**config.mk**
```make
export PLATFORM = sky130hd
export DESIGN_NAME = astx_top
export DESIGN_NICKNAME = d
export VERILOG_FILES = /design/src/logic/astx_pkg.sv /design/src/logic/astx_top.sv
export VERILOG_INCLUDE_DIRS = /design/src /design/src/logic
export SDC_FILE = /design/constraint.sdc
export NUM_CORES = 1
export LEC_CHECK = 0
export BUFFER_PORTS_ARGS = -buffer_cell sky130_fd_sc_hd__buf_4
export CAP_MARGIN = 20
export CORE_MARGIN = 2
export CORE_UTILIZATION = 45
export CTS_BUF_LIST = sky130_fd_sc_hd__clkbuf_4 sky130_fd_sc_hd__clkbuf_8
export DETAILED_ROUTE_END_ITERATION = 6
export HOLD_SLACK_MARGIN = 0.05
export PLACE_DENSITY = 0.66
export RECOVER_POWER = 100
export SETUP_SLACK_MARGIN = 0.05
export SYNTH_ARGS = -nofsm -noshare
export SYNTH_HDL_FRONTEND = slang
export SYNTH_SLANG_ARGS = --single-unit
```
**constraint.sdc**
```tcl
create_clock -name CORE_CLK -period 3.7 [get_ports CORE_CLK]
set_input_delay 0.37 -clock CORE_CLK [delete_from_list [all_inputs] [get_ports CORE_CLK]]
set_output_delay 0.37 -clock CORE_CLK [all_outputs]
set_load 0.03 [all_outputs]
```
**src/logic/astx_params.svh**
```systemverilog
// offsets, reset values and timing counts of the serial transceiver
// ****************************************************************
// ****************************************************************
`ifndef ASTX_PARAMS_SVH
`define ASTX_PARAMS_SVH
`define ASTX_ADDR_W       12
`define ASTX_OFS_CTRL_A   12'h f95
`define ASTX_OFS_CTRL_B   12'h f96
`define ASTX_OFS_STATUS   12'h f95
`define ASTX_OFS_HOLDING  12'h f97
`define ASTX_CTRL_A_RST   8'h 00
`define ASTX_CTRL_B_RST   3'h 0
`define ASTX_DIV_0        9'd13
`define ASTX_DIV_1        9'd26
`define ASTX_DIV_2        9'd52
`define ASTX_DIV_3        9'd104
`define ASTX_DIV_4        9'd208
`define ASTX_DIV_5        9'd416
`define ASTX_DIV_7        9'd96
`define ASTX_RATE_TIMER   3'h 6
`define ASTX_FILT_1       7'd31
`define ASTX_FILT_2       7'd63
`define ASTX_FILT_3       7'd127
`define ASTX_TICK_LAST    4'h f
`define ASTX_TICK_S0      4'h 7
`define ASTX_TICK_S1      4'h 8
`define ASTX_TICK_S2      4'h 9
`define ASTX_DATA_BITS    4'd8
`define ASTX_FRAME_BASE   4'd10
`endif

```
**src/logic/astx_pkg.sv**
```systemverilog
// types shared by the serial transceiver
package astx_pkg;
	// control word a, bit 7 down to bit 0
	typedef struct packed {
		logic       tx_enable;
		logic       rx_enable;
		logic       tx_stop_len;
		logic       parity_even;
		logic       parity_on;
		logic [2:0] rate_select;
	} astx_ctrl_a_t;
	// status word, low two bits read as zero
	typedef struct packed {
		logic       parity_error_flag;
		logic       framing_error_flag;
		logic       overrun_flag;
		logic       rx_full_flag;
		logic       tx_done_flag;
		logic       tx_empty_flag;
		logic [1:0] unused;
	} astx_status_t;
	typedef enum logic [2:0] {RX_IDLE, RX_START, RX_DATA, RX_PARITY, RX_STOP} astx_rx_state_t;
endpackage

```
**src/logic/astx_top.sv**
```systemverilog
// full-duplex asynchronous serial transceiver with register port
//
// Added by the designer: the address-and-strobe port.
`timescale 1ns/1ps
`include "astx_params.svh"
module astx_top
	import astx_pkg::*;
(
	input  wire logic                    CORE_CLK,
	input  wire logic                    RST_N,
	input  wire logic [`ASTX_ADDR_W-1:0] ADDR,
	input  wire logic [7:0]              WR_DATA,
	input  wire logic                    WR_EN,
	input  wire logic                    RD_EN,
	output logic      [7:0]              RD_DATA,
	input  wire logic                    AUX_TIMER_TICK,
	input  wire logic                    RX_PIN,
	output logic                         TX_PIN,
	output logic                         TX_IRQ,
	output logic                         RX_IRQ
);
	// ****************************************************************
	// register file
	// ****************************************************************
	astx_ctrl_a_t   ctrl_a_q;
	logic [2:0]     ctrl_b_q;
	astx_status_t   status;
	logic           parity_error_flag_q, framing_error_flag_q, overrun_flag_q, rx_full_flag_q, tx_done_flag_q, tx_empty_flag_q;
	logic [7:0]     rx_buf_q, tx_hold_q, rd_q;
	logic           st_armed_q, tx_armed_q, overrun_flag_snap_q;
	logic           rd_status, rd_hold, wr_hold, wr_hold_ok, rx_read_ok;

	assign rd_status  = RD_EN && ADDR == `ASTX_OFS_STATUS;
	assign rd_hold    = RD_EN && ADDR == `ASTX_OFS_HOLDING;
	assign wr_hold    = WR_EN && ADDR == `ASTX_OFS_HOLDING;
	assign wr_hold_ok = wr_hold && tx_armed_q;
	assign rx_read_ok = rd_hold && st_armed_q;
	assign status = '{parity_error_flag_q, framing_error_flag_q, overrun_flag_q, rx_full_flag_q, tx_done_flag_q, tx_empty_flag_q, 2'b00};

	// control writes; rate changes mid-frame are left to software
	always_ff @(posedge CORE_CLK or negedge RST_N)
		if (!RST_N)
		begin
			ctrl_a_q <= `ASTX_CTRL_A_RST;
			ctrl_b_q <= `ASTX_CTRL_B_RST;
		end
		else if (WR_EN && ADDR == `ASTX_OFS_CTRL_A)
			ctrl_a_q <= WR_DATA;
		else if (WR_EN && ADDR == `ASTX_OFS_CTRL_B)
			ctrl_b_q <= WR_DATA[2:0];

	// read data one cycle after the strobe, unmapped reads as zero
	always_ff @(posedge CORE_CLK or negedge RST_N)
		if (!RST_N)
			rd_q <= 8'h00;
		else if (rd_status)
			rd_q <= status;
		else if (rd_hold)
			rd_q <= rx_buf_q;
		else
			rd_q <= 8'h00;
	assign RD_DATA = rd_q;

	// status read arms both buffer accesses; overrun state is snapshot
	always_ff @(posedge CORE_CLK or negedge RST_N)
		if (!RST_N)
		begin
			st_armed_q  <= 1'b0;
			tx_armed_q  <= 1'b0;
			overrun_flag_snap_q <= 1'b0;
		end
		else if (rd_status)
		begin
			st_armed_q  <= 1'b1;
			tx_armed_q  <= 1'b1;
			overrun_flag_snap_q <= overrun_flag_q;
		end
		else
		begin
			if (rd_hold)
				st_armed_q <= 1'b0;
			if (wr_hold)
				tx_armed_q <= 1'b0;
		end

	// ****************************************************************
	// rate generator
	// ****************************************************************
	function automatic logic [8:0] rate_div(input logic [2:0] code);
		case (code)
			3'h0: rate_div = `ASTX_DIV_0;
			3'h1: rate_div = `ASTX_DIV_1;
			3'h2: rate_div = `ASTX_DIV_2;
			3'h3: rate_div = `ASTX_DIV_3;
			3'h4: rate_div = `ASTX_DIV_4;
			3'h5: rate_div = `ASTX_DIV_5;
			3'h7: rate_div = `ASTX_DIV_7;
			default: rate_div = 9'd1;
		endcase
	endfunction

	logic [8:0] div_q;
	logic       tick_q;
	// tick is sixteen per bit; timer mode passes the timer match through
	always_ff @(posedge CORE_CLK or negedge RST_N)
		if (!RST_N)
		begin
			div_q  <= 9'd0;
			tick_q <= 1'b0;
		end
		else if (ctrl_a_q.rate_select == `ASTX_RATE_TIMER)
		begin
			div_q  <= 9'd0;
			tick_q <= AUX_TIMER_TICK;
		end
		else if (div_q >= rate_div(ctrl_a_q.rate_select) - 9'd1)
		begin
			div_q  <= 9'd0;
			tick_q <= 1'b1;
		end
		else
		begin
			div_q  <= div_q + 9'd1;
			tick_q <= 1'b0;
		end

	// ****************************************************************
	// glitch filter
	// ****************************************************************
	logic [6:0] filt_cnt_q, filt_lim;
	logic       rx_filt_q;
	always_comb
		case (ctrl_b_q[2:1])
			2'h1: filt_lim = `ASTX_FILT_1;
			2'h2: filt_lim = `ASTX_FILT_2;
			2'h3: filt_lim = `ASTX_FILT_3;
			default: filt_lim = 7'd0;
		endcase
	// a level must hold filt_lim clocks before it is believed
	always_ff @(posedge CORE_CLK or negedge RST_N)
		if (!RST_N)
		begin
			rx_filt_q  <= 1'b1;
			filt_cnt_q <= 7'd0;
		end
		else if (RX_PIN == rx_filt_q)
			filt_cnt_q <= 7'd0;
		else if (filt_cnt_q + 7'd1 >= filt_lim)
		begin
			rx_filt_q  <= RX_PIN;
			filt_cnt_q <= 7'd0;
		end
		else
			filt_cnt_q <= filt_cnt_q + 7'd1;

	// ****************************************************************
	// receiver
	// ****************************************************************
	astx_rx_state_t rx_state_q;
	logic [3:0]     rx_tick_q, rx_cnt_q;
	logic [1:0]     samp_q;
	logic [7:0]     rx_sh_q;
	logic           rx_par_q, rx_framing_error_flag_q, rx_done, maj, bit_end, rx_irq_q;

	// two of three samples decide the bit; tick 9 is read live from the line
	assign maj     = (samp_q[1] & samp_q[0]) | (samp_q[1] & rx_filt_q)
		| (samp_q[0] & rx_filt_q);
	assign bit_end = tick_q && rx_tick_q == `ASTX_TICK_S2;
	assign rx_done = bit_end && rx_state_q == RX_STOP && rx_cnt_q == 4'd0;

	// samples kept at ticks 7 and 8
	always_ff @(posedge CORE_CLK or negedge RST_N)
		if (!RST_N)
			samp_q <= 2'h3;
		else if (tick_q && (rx_tick_q == `ASTX_TICK_S0 || rx_tick_q == `ASTX_TICK_S1))
			samp_q <= {samp_q[0], rx_filt_q};

	// bit-position counter, zero at the detected start edge
	always_ff @(posedge CORE_CLK or negedge RST_N)
		if (!RST_N)
			rx_tick_q <= 4'h0;
		else if (rx_state_q == RX_IDLE)
			rx_tick_q <= 4'h0;
		else if (tick_q)
			rx_tick_q <= rx_tick_q + 4'h1;

	// frame walker; decisions land at tick 9 using the third sample
	always_ff @(posedge CORE_CLK or negedge RST_N)
		if (!RST_N)
		begin
			rx_state_q <= RX_IDLE;
			rx_cnt_q   <= 4'd0;
			rx_sh_q    <= 8'h00;
			rx_par_q   <= 1'b0;
			rx_framing_error_flag_q  <= 1'b0;
		end
		else
			unique case (rx_state_q)
				RX_IDLE:
					// enable checked only here, so a disable waits for frame end
					if (tick_q && !rx_filt_q && ctrl_a_q.rx_enable && !overrun_flag_q)
					begin
						rx_state_q <= RX_START;
						rx_framing_error_flag_q  <= 1'b0;
					end
				RX_START:
					if (bit_end)
					begin
						rx_cnt_q   <= `ASTX_DATA_BITS - 4'd1;
						rx_state_q <= maj ? RX_IDLE : RX_DATA; // false start
					end
				RX_DATA:
					if (bit_end)
					begin
						rx_sh_q  <= {maj, rx_sh_q[7:1]};
						rx_cnt_q <= rx_cnt_q - 4'd1;
						if (rx_cnt_q == 4'd0)
							rx_state_q <= ctrl_a_q.parity_on ? RX_PARITY : RX_STOP;
						if (rx_cnt_q == 4'd0)
							rx_cnt_q <= {3'd0, ctrl_b_q[0]};
					end
				RX_PARITY:
					if (bit_end)
					begin
						rx_par_q   <= maj;
						rx_state_q <= RX_STOP;
					end
				RX_STOP:
					if (bit_end)
					begin
						if (!maj)
							rx_framing_error_flag_q <= 1'b1;
						rx_cnt_q <= rx_cnt_q - 4'd1;
						if (rx_cnt_q == 4'd0)
							rx_state_q <= RX_IDLE;
					end
			endcase

	// alignment: bit_end fires at tick 9, then the walker idles through to 15
	logic rx_parity_error_flag;
	assign rx_parity_error_flag = ctrl_a_q.parity_on
		&& (rx_par_q != ((^rx_sh_q) ^ !ctrl_a_q.parity_even));

	// flags: a hardware set in the same cycle wins over the read clear
	always_ff @(posedge CORE_CLK or negedge RST_N)
		if (!RST_N)
		begin
			parity_error_flag_q   <= 1'b0;
			framing_error_flag_q   <= 1'b0;
			overrun_flag_q   <= 1'b0;
			rx_full_flag_q   <= 1'b0;
			rx_buf_q <= 8'h00;
			rx_irq_q <= 1'b0;
		end
		else
		begin
			rx_irq_q <= 1'b0;
			if (rx_read_ok)
			begin
				parity_error_flag_q <= 1'b0;
				framing_error_flag_q <= 1'b0;
				rx_full_flag_q <= 1'b0;
				if (overrun_flag_snap_q)
					overrun_flag_q <= 1'b0;
			end
			if (rx_done && rx_full_flag_q && !rx_read_ok)
				overrun_flag_q <= 1'b1;
			else if (rx_done)
			begin
				rx_buf_q <= rx_sh_q;
				rx_full_flag_q   <= 1'b1;
				parity_error_flag_q   <= rx_parity_error_flag;
				framing_error_flag_q   <= rx_framing_error_flag_q || !maj;
				rx_irq_q <= 1'b1;
			end
		end
	assign RX_IRQ = rx_irq_q;

	// ****************************************************************
	// transmitter
	// ****************************************************************
	logic [11:0] tx_sh_q;
	logic [3:0]  tx_left_q, tx_sub_q;
	logic        tx_busy_q, tx_full_q, tx_pin_q, tx_irq_q, tx_start, tx_shift, tx_last;

	assign tx_start = !tx_busy_q && tx_full_q && ctrl_a_q.tx_enable;
	assign tx_shift = tx_busy_q && tick_q && tx_sub_q == `ASTX_TICK_LAST;
	assign tx_last  = tx_shift && tx_left_q == 4'd1;

	// holding buffer: only a write after a status read counts
	always_ff @(posedge CORE_CLK or negedge RST_N)
		if (!RST_N)
		begin
			tx_hold_q <= 8'h00;
			tx_full_q <= 1'b0;
		end
		else if (wr_hold_ok)
		begin
			tx_hold_q <= WR_DATA;
			tx_full_q <= 1'b1;
		end
		else if (tx_start)
			tx_full_q <= 1'b0;

	// shifter: stops, parity, data, start, sent from bit 0
	always_ff @(posedge CORE_CLK or negedge RST_N)
		if (!RST_N)
		begin
			tx_sh_q   <= 12'hfff;
			tx_left_q <= 4'd0;
			tx_sub_q  <= 4'h0;
			tx_busy_q <= 1'b0;
		end
		else if (tx_start)
		begin
			tx_sh_q <= {2'b11, ctrl_a_q.parity_on
				? ((^tx_hold_q) ^ !ctrl_a_q.parity_even) : 1'b1,
				tx_hold_q, 1'b0};
			tx_left_q <= `ASTX_FRAME_BASE + {3'd0, ctrl_a_q.parity_on}
				+ {3'd0, ctrl_a_q.tx_stop_len};
			tx_sub_q  <= 4'h0;
			tx_busy_q <= 1'b1;
		end
		else if (tx_busy_q && tick_q)
		begin
			tx_sub_q <= tx_sub_q + 4'h1;
			if (tx_shift)
			begin
				tx_sh_q   <= {1'b1, tx_sh_q[11:1]};
				tx_left_q <= tx_left_q - 4'd1;
				if (tx_last)
					tx_busy_q <= 1'b0;
			end
		end

	// line level, high whenever no frame is in flight
	always_ff @(posedge CORE_CLK or negedge RST_N)
		if (!RST_N)
			tx_pin_q <= 1'b1;
		else if (tx_start)
			tx_pin_q <= 1'b0;
		else if (tx_last)
			tx_pin_q <= 1'b1;
		else if (tx_shift)
			tx_pin_q <= tx_sh_q[1];
	assign TX_PIN = tx_pin_q;

	// empty and end flags, interrupt on each start
	always_ff @(posedge CORE_CLK or negedge RST_N)
		if (!RST_N)
		begin
			tx_empty_flag_q   <= 1'b1;
			tx_done_flag_q   <= 1'b1;
			tx_irq_q <= 1'b0;
		end
		else
		begin
			tx_irq_q <= tx_start;
			if (tx_start)
			begin
				tx_empty_flag_q <= 1'b1;
				tx_done_flag_q <= 1'b0;
			end
			else if (wr_hold_ok)
				tx_empty_flag_q <= 1'b0;
			if (tx_last && !tx_full_q)
				tx_done_flag_q <= 1'b1;
		end
	assign TX_IRQ = tx_irq_q;

	// ****************************************************************
	// checks
	// ****************************************************************
	AST_TX_IDLE_HIGH: assert property (@(posedge CORE_CLK) disable iff (!RST_N)
		!tx_busy_q && !$past(tx_busy_q) |-> TX_PIN)
		else $error("tx pin low while idle");
	AST_TX_WRITE_CLEARS: assert property (@(posedge CORE_CLK) disable iff (!RST_N)
		wr_hold_ok && !tx_start |=> !tx_empty_flag_q && tx_full_q)
		else $error("holding write did not clear empty flag");
	AST_TX_START_IRQ: assert property (@(posedge CORE_CLK) disable iff (!RST_N)
		$rose(tx_busy_q) |-> tx_empty_flag_q && TX_IRQ && !TX_PIN)
		else $error("start without empty flag or irq");
	AST_TX_NO_ARM: assert property (@(posedge CORE_CLK) disable iff (!RST_N)
		wr_hold && !tx_armed_q && !tx_full_q && !tx_busy_q |=> !tx_busy_q && tx_empty_flag_q)
		else $error("unarmed write started transmit");
	AST_RX_LOAD: assert property (@(posedge CORE_CLK) disable iff (!RST_N)
		rx_done && !rx_full_flag_q |=> rx_full_flag_q && RX_IRQ && rx_buf_q == $past(rx_sh_q))
		else $error("receive load missing");
	AST_RX_OVERRUN: assert property (@(posedge CORE_CLK) disable iff (!RST_N)
		rx_done && rx_full_flag_q && !rx_read_ok |=> overrun_flag_q && $stable(rx_buf_q) && !RX_IRQ)
		else $error("overrun handling wrong");
	AST_RX_HOLD_OFF: assert property (@(posedge CORE_CLK) disable iff (!RST_N)
		overrun_flag_q && rx_state_q == RX_IDLE |=> rx_state_q == RX_IDLE)
		else $error("receiver started during overrun");
	AST_RX_CLEAR: assert property (@(posedge CORE_CLK) disable iff (!RST_N)
		rx_read_ok && !rx_done |=> !rx_full_flag_q && !parity_error_flag_q && !framing_error_flag_q)
		else $error("buffer read did not clear flags");
	AST_TX_END: assert property (@(posedge CORE_CLK) disable iff (!RST_N)
		tx_last && !tx_full_q && !wr_hold_ok |=> tx_done_flag_q ##1 tx_done_flag_q)
		else $error("end flag not set");
endmodule

```
==> Yosys cells after proc, flatten, opt, wreduce, memory -nomap -nowiden <==
Cells that the tools add are included.
{ "word_totals": {"ff_bits": 110, "in_bits": 26, "out_inout_bits": 11, "wordCells": 223} }
{ "op_classes": {"n_addsub": 9, "n_lt_le_gt_ge": 2, "n_eq_ne": 32, "n_mux": 71, "bitwise": 10, "n_reduce_logical": 61} }
{ "ops": {"columns": ["op", "count"], "rows": [
  ["case mux 9 bit (7 select lines)", 1],
  ["two-way mux 4 bit", 11],
  ["equality test 12 bit, second input constant", 3],
  ["two-way mux 1 bit", 36],
  ["two-way mux 12 bit", 3],
  ["two-way mux 9 bit", 3],
  ["two-way mux 3 bit", 8],
  ["logical AND 1 bit", 23],
  ["nonzero test 2 bit", 11],
  ["case mux 7 bit (3 select lines)", 1],
  ["two-way mux 8 bit", 2],
  ["XOR reduction 8 bit", 2],
  ["equality test 3 bit, second input constant", 5],
  ["case mux 3 bit (5 select lines)", 1],
  ["two-way mux 7 bit", 2],
  ["AND reduction 2 bit", 7],
  ["equality test 3 x 2 -> 1 bit, second input constant", 4],
  ["equality test 4 bit, second input constant", 3],
  ["!= test 2 bit, second input constant", 6],
  ["case mux 4 bit (3 select lines)", 1],
  ["adder 9 x 1 -> 9 bit, second input constant", 1],
  ["greater-or-equal comparator 9 bit", 1],
  ["subtractor 9 x 1 -> 9 bit, second input constant", 1],
  ["adder 4 x 1 -> 4 bit, second input constant", 2],
  ["27 further kinds", 47]
]} }

==> Longest topological paths before layout <==
{ "logic_depth": {"word_depth": 8, "depth_mapped": 14} }

==> Worst setup path before layout <==
Ideal clock, no wire load.
{ "synth_path": {"kind": "register to register", "from": "register ctrl_a_q[0] (netlist name)", "to": "register tick_q", "setup_time_ns": 0.119, "arrival_ns": 2.689, "required_time_ns": 3.581, "setup_slack_ns": 0.892, "stages_incl_launch_ff": 15, "period_less_slack_ns": 2.808, "cell_sequence": "dfrtp_1 clkbuf_1 nor2b_1 nand2b_1 ha_1 nor3b_1 a21oi_1 o31ai_1 ha_1 a21oi_1 o21ai_0 a221o_1 a221o_1 buf_2 o21a_1"} }
{ "synth_between": {"elab_chain_len": 7, "word_cells_on_any_way": 14, "classes_between": "1 x add/sub; 1 x order compare; 7 x eq/ne; 4 x mux; 1 x reduce/logical"} }
{ "synth_lines": {"columns": ["item", "line_no", "source"], "rows": [
  ["start, declared", "astx_top.sv:25", "astx_ctrl_a_t ctrl_a_q;"],
  ["start signal, assigned", "astx_top.sv:44", "ctrl_a_q <= `ASTX_CTRL_A_RST;"],
  ["equality test 3 bit (tied with other cells)", "astx_top.sv:90", "case (code)"],
  ["case mux 9 bit (7 select lines)", "astx_top.sv:90", null],
  ["two-way mux 9 bit", "astx_top.sv:111", "else if (ctrl_a_q.rate_select == `ASTX_RATE_TIMER)"],
  ["subtractor 9 x 1 -> 9 bit", "astx_top.sv:116", "else if (div_q >= rate_div(ctrl_a_q.rate_select) - 9'd1)"],
  ["greater-or-equal comparator 9 bit", "astx_top.sv:116", null],
  ["two-way mux 1 bit", "astx_top.sv:116", null],
  ["two-way mux 1 bit *", "astx_top.sv:111", null],
  ["end signal, assigned", "astx_top.sv:109", "tick_q <= 1'b0;"],
  ["end signal, assigned", "astx_top.sv:114", "tick_q <= AUX_TIMER_TICK;"],
  ["end signal, assigned", "astx_top.sv:119", "tick_q <= 1'b1;"],
  ["end, declared", "astx_top.sv:103", "logic tick_q;"]
]} }
Mark *: on every way between the ends. The rest lies on a longest branch, timed or not. The select of a mux whose other input is x is not followed.
A chain may end at the register's enable or synchronous reset.

==> Final worst setup path <==
Ends and elaborated chain as after synthesis.

==> summary.txt <==
=====================================================================================
Status                                                                   finished, violations left
Violated checks                                                          capacitance limit, slew limit
CTS Buf Count                                                                       9
Min Tclk post-route                                                          3.085 ns
DP Area                                                                  0.005824 mm2
Std cell rows                                                                      40
Average cell area after synthesis                                           11.16 um2
Area of the mapped netlist                                               0.005436 mm2
Count of flip-flops with a built-in enable after synthesis                          0
Final setup fails                                                                   0
PostCTS Resize Cnt                                                                  0
Async SR Flop Fraction                                                         100.0%
DRT iter0 DRCs                                                                    208
Core region area                                                          0.01191 mm2
Synth Flop Type                                                          sky130_fd_sc_hd__dfrtp_1
R2R Path Start                                                            ctrl_a_q[0]
Slowest cell delay on critical path                                           0.51 ns
Worst hold start                                                         AUX_TIMER_TICK
Chip Width                                                                   113.9 um
H-tree levels                                                                       3
Path type of the worst setup path                                          reg -> reg
Hold Crit Depth                                                                     2
Wire length of the first global-routing pass                                 17.65 mm
TritonCTS Sinks                                                                   107
Sequential cell area fraction in the yosys report                              49.60%
TritonCTS clock tree                                                            built
Highest ir drop seen on vdd                                                  232.7 uV
Crit-path slowest cell                                                   sky130_fd_sc_hd__dfrtp_1
Routability Congestion                                                         0.8118
Post-layout instance count excluding filler cells                                 676
CP cell instances                                                        nor2b_1, nand2b_1, ha_1, o21ai_0, nor2_1, a21oi_1, ha_1, a21oi_1, o21ai_0, a221o_1, a221o_1, o21a_1
Endpoint required time on the critical path                                   3.98 ns
Post-route cell area                                                     0.005893 mm2
Setup Skew                                                                 0.01596 ns
Clock latency on the worst-skew pair                                          0.39 ns
Number of max-capacitance violations reported                                       1
Sum Neg Setup Slack                                                              0 ns
Bufs on Longest Clock Path                                                          2
Overflow after GRT                                                                  0
Overall Global Routing Usage                                                   17.36%
Internal reg-to-reg setup slack                                               0.61 ns
Final hold violations                                                               0
Max-slew violations                                                                47
Relative slew slack                                                           -65.05%
Pwr/cell area                                                            370.8 mW/mm2
Starting density of the core                                                   45.64%
Post-detailed-route DRC marker count                                                0
Per-cell via count in the routed design                                         5.286
Via count of the first global-routing pass                                       3577
HPWL reported at the end of detailed placement                               7.501 mm
Height of the chip                                                           113.9 um
Static leakage                                                               2.824 nW
Data arrival time of the worst path                                           3.36 ns
Element type at the critical path start                                      register
# nets final                                                                      578
Routed Antenna Nets                                                                 0
First-pass iteration count of the detailed router                                   4
Worst hold-check path type                                                  in -> reg
Buffers plus inverters on the worst setup path                                      0
Number of vias after detailed routing                                            3573
Hold worst-path end                                                            tick_q
Die area                                                                  0.01298 mm2
Antenna diode count                                                                 0
Clock Root Buffer                                                        sky130_fd_sc_hd__clkbuf_8
Number of distinct library cells after synthesis                                   63
Kind of cell adding the most delay to the critical path                  compound AO/OA/AOI/OAI gates
Worst r2r path cells                                                               12
Clock-pin slew of the registers on the worst-case setup and hold paths        0.11 ns
YS warnings                                                                         0
Tcrit/Tclk final                                                               83.38%
Peak Freq                                                                   324.1 MHz
Setup repair after global routing missed its margin                             false
Setup repair bufs after CTS                                                         0
Top fanout value on the critical path                                              10
Final WL                                                                     10.31 mm
Area added between synthesis and finish                                        8.400%
Net count after synthesis                                                         541
Most common cell after layout, fill and taps aside                       sky130_fd_sc_hd__dfrtp_1
Routed WL per cell                                                           15.26 um
Port Buffers                                                                       36
Worst slew pin tran                                                          2.476 ns
Reg2reg end                                                                    tick_q
Number of primary I/O pins                                                         37
Post-Synthesis Cells                                                              487
Initial antenna violation count                                                     0
Hold_buf cts                                                                        1
Highest-count cells in the layout ignoring fill and taps                 sky130_fd_sc_hd__dfrtp_1, sky130_fd_sc_hd__nand2_1, sky130_fd_sc_hd__nor2_1
Cell Count Post-Placement                                                         659
Type of destination of the critical path                                     register
Fraction of final layout cells with drive strength greater than 1              19.47%
Synth Register Bits                                                               107
Maximum number of pins on one net before global-route repair                       47
=====================================================================================
## worst max path at each step
stage	start	end	slack (ns)	cells past startpoint
final	ctrl_a_q[0]	tick_q	0.61	12
after global routing	RST_N	rx_sh_q[5]	0.30	3
after CTS	ctrl_a_q[0]	tick_q	0.64	12
after detailed placement	ctrl_a_q[0]	tick_q	0.70	12
after global placement	ctrl_a_q[2]	tick_q	0.82	12
after floorplan	ctrl_a_q[0]	tick_q	0.89	14
## state kept, by name, summed over array words and instances, names as in the netlist, 2 cells and up
signal,cells
ctrl_a_q,8
ctrl_b_q,3
tx_sub_q,4
div_q,9
samp_q,2
rx_sh_q,8
rx_cnt_q,4
rx_tick_q,4
filt_cnt_q,7
tx_hold_q,8
tx_sh_q,9
rx_state_q,3
tx_left_q,4
RD_DATA,8
rx_buf_q,8
## cell families (layout without fill, tap and decap cells)
logic type	count (synthesis)	in the layout	synth area share (%)
buffers and inverters	31	73	2.739
adders and majority gates	29	29	6.628
muxes	47	47	10.03
DFF	107	107	49.60
AOI/OAI and AO/OA	69	69	8.493
and+or+nand+nor	164	164	16.06
xor gates and xnor gates	40	40	6.444
## routing by layer
layer  vias up  routed length, um  share of wire [%]  GRT usage [%]
met5         -                  0                  0              0
met4         0                196                1.9          7.724
met3        13                294                2.9          2.710
met2        52               4853                 47          26.95
met1      1741               4969                 48          24.24
li1       1767                  -                  -              -
## Yosys cell counts (all sizes together), types with 13 or more instances
| library cell | count | area, um2 |
|---|---|---|
| dfrtp | 92 | 2302 |
| nand2 | 47 | 176.4 |
| nor2 | 47 | 183.9 |
| mux2 | 39 | 465.5 |
| ha | 28 | 350.3 |
| xnor2 | 26 | 227.7 |
| inv | 18 | 67.56 |
| o21ai | 16 | 80.08 |
| dfstp | 15 | 394.1 |
| a21oi | 14 | 70.07 |
| xor2 | 14 | 122.6 |
| nand3 | 13 | 70.07 |
## cell type report
class | count | area, um2
Clock inverter | 6 | 50.05
Sequential cell | 107 | 2696
Clock buffer | 10 | 137.6
Tap cell | 147 | 183.9
Timing Repair Buffer | 39 | 250.2
Inverter | 18 | 67.56
Multi-Input combinational cell | 349 | 2507
Fill cell | 1129 | 6018
## stage by stage
step | power, mW | hold slack (ns) | utilization (%) | worst slack, ns
after CTS | 2.218 | 0.1833 | 50.56 | 0.6366
after detailed placement | 1.522 | 0.4116 | 48.90 | 0.6997
after global placement | 1.510 | 0.4153 | 48.90 | 0.8200
after global routing | 2.309 | 0.2030 | 49.47 | 0.3005
final | 2.185 | 0.2020 | 49.47 | 0.6149
after floorplan | 1.432 | 0.07441 | - | 0.8924
## where the power goes
part	total, mW	internal (mW)	switching, mW
Clock	0.691	0.269	0.422
Combinational	0.232	0.107	0.125
Sequential	1.26	1.21	0.0541
Total	2.18	1.58	0.601
(Power assumes the default switching activity.)
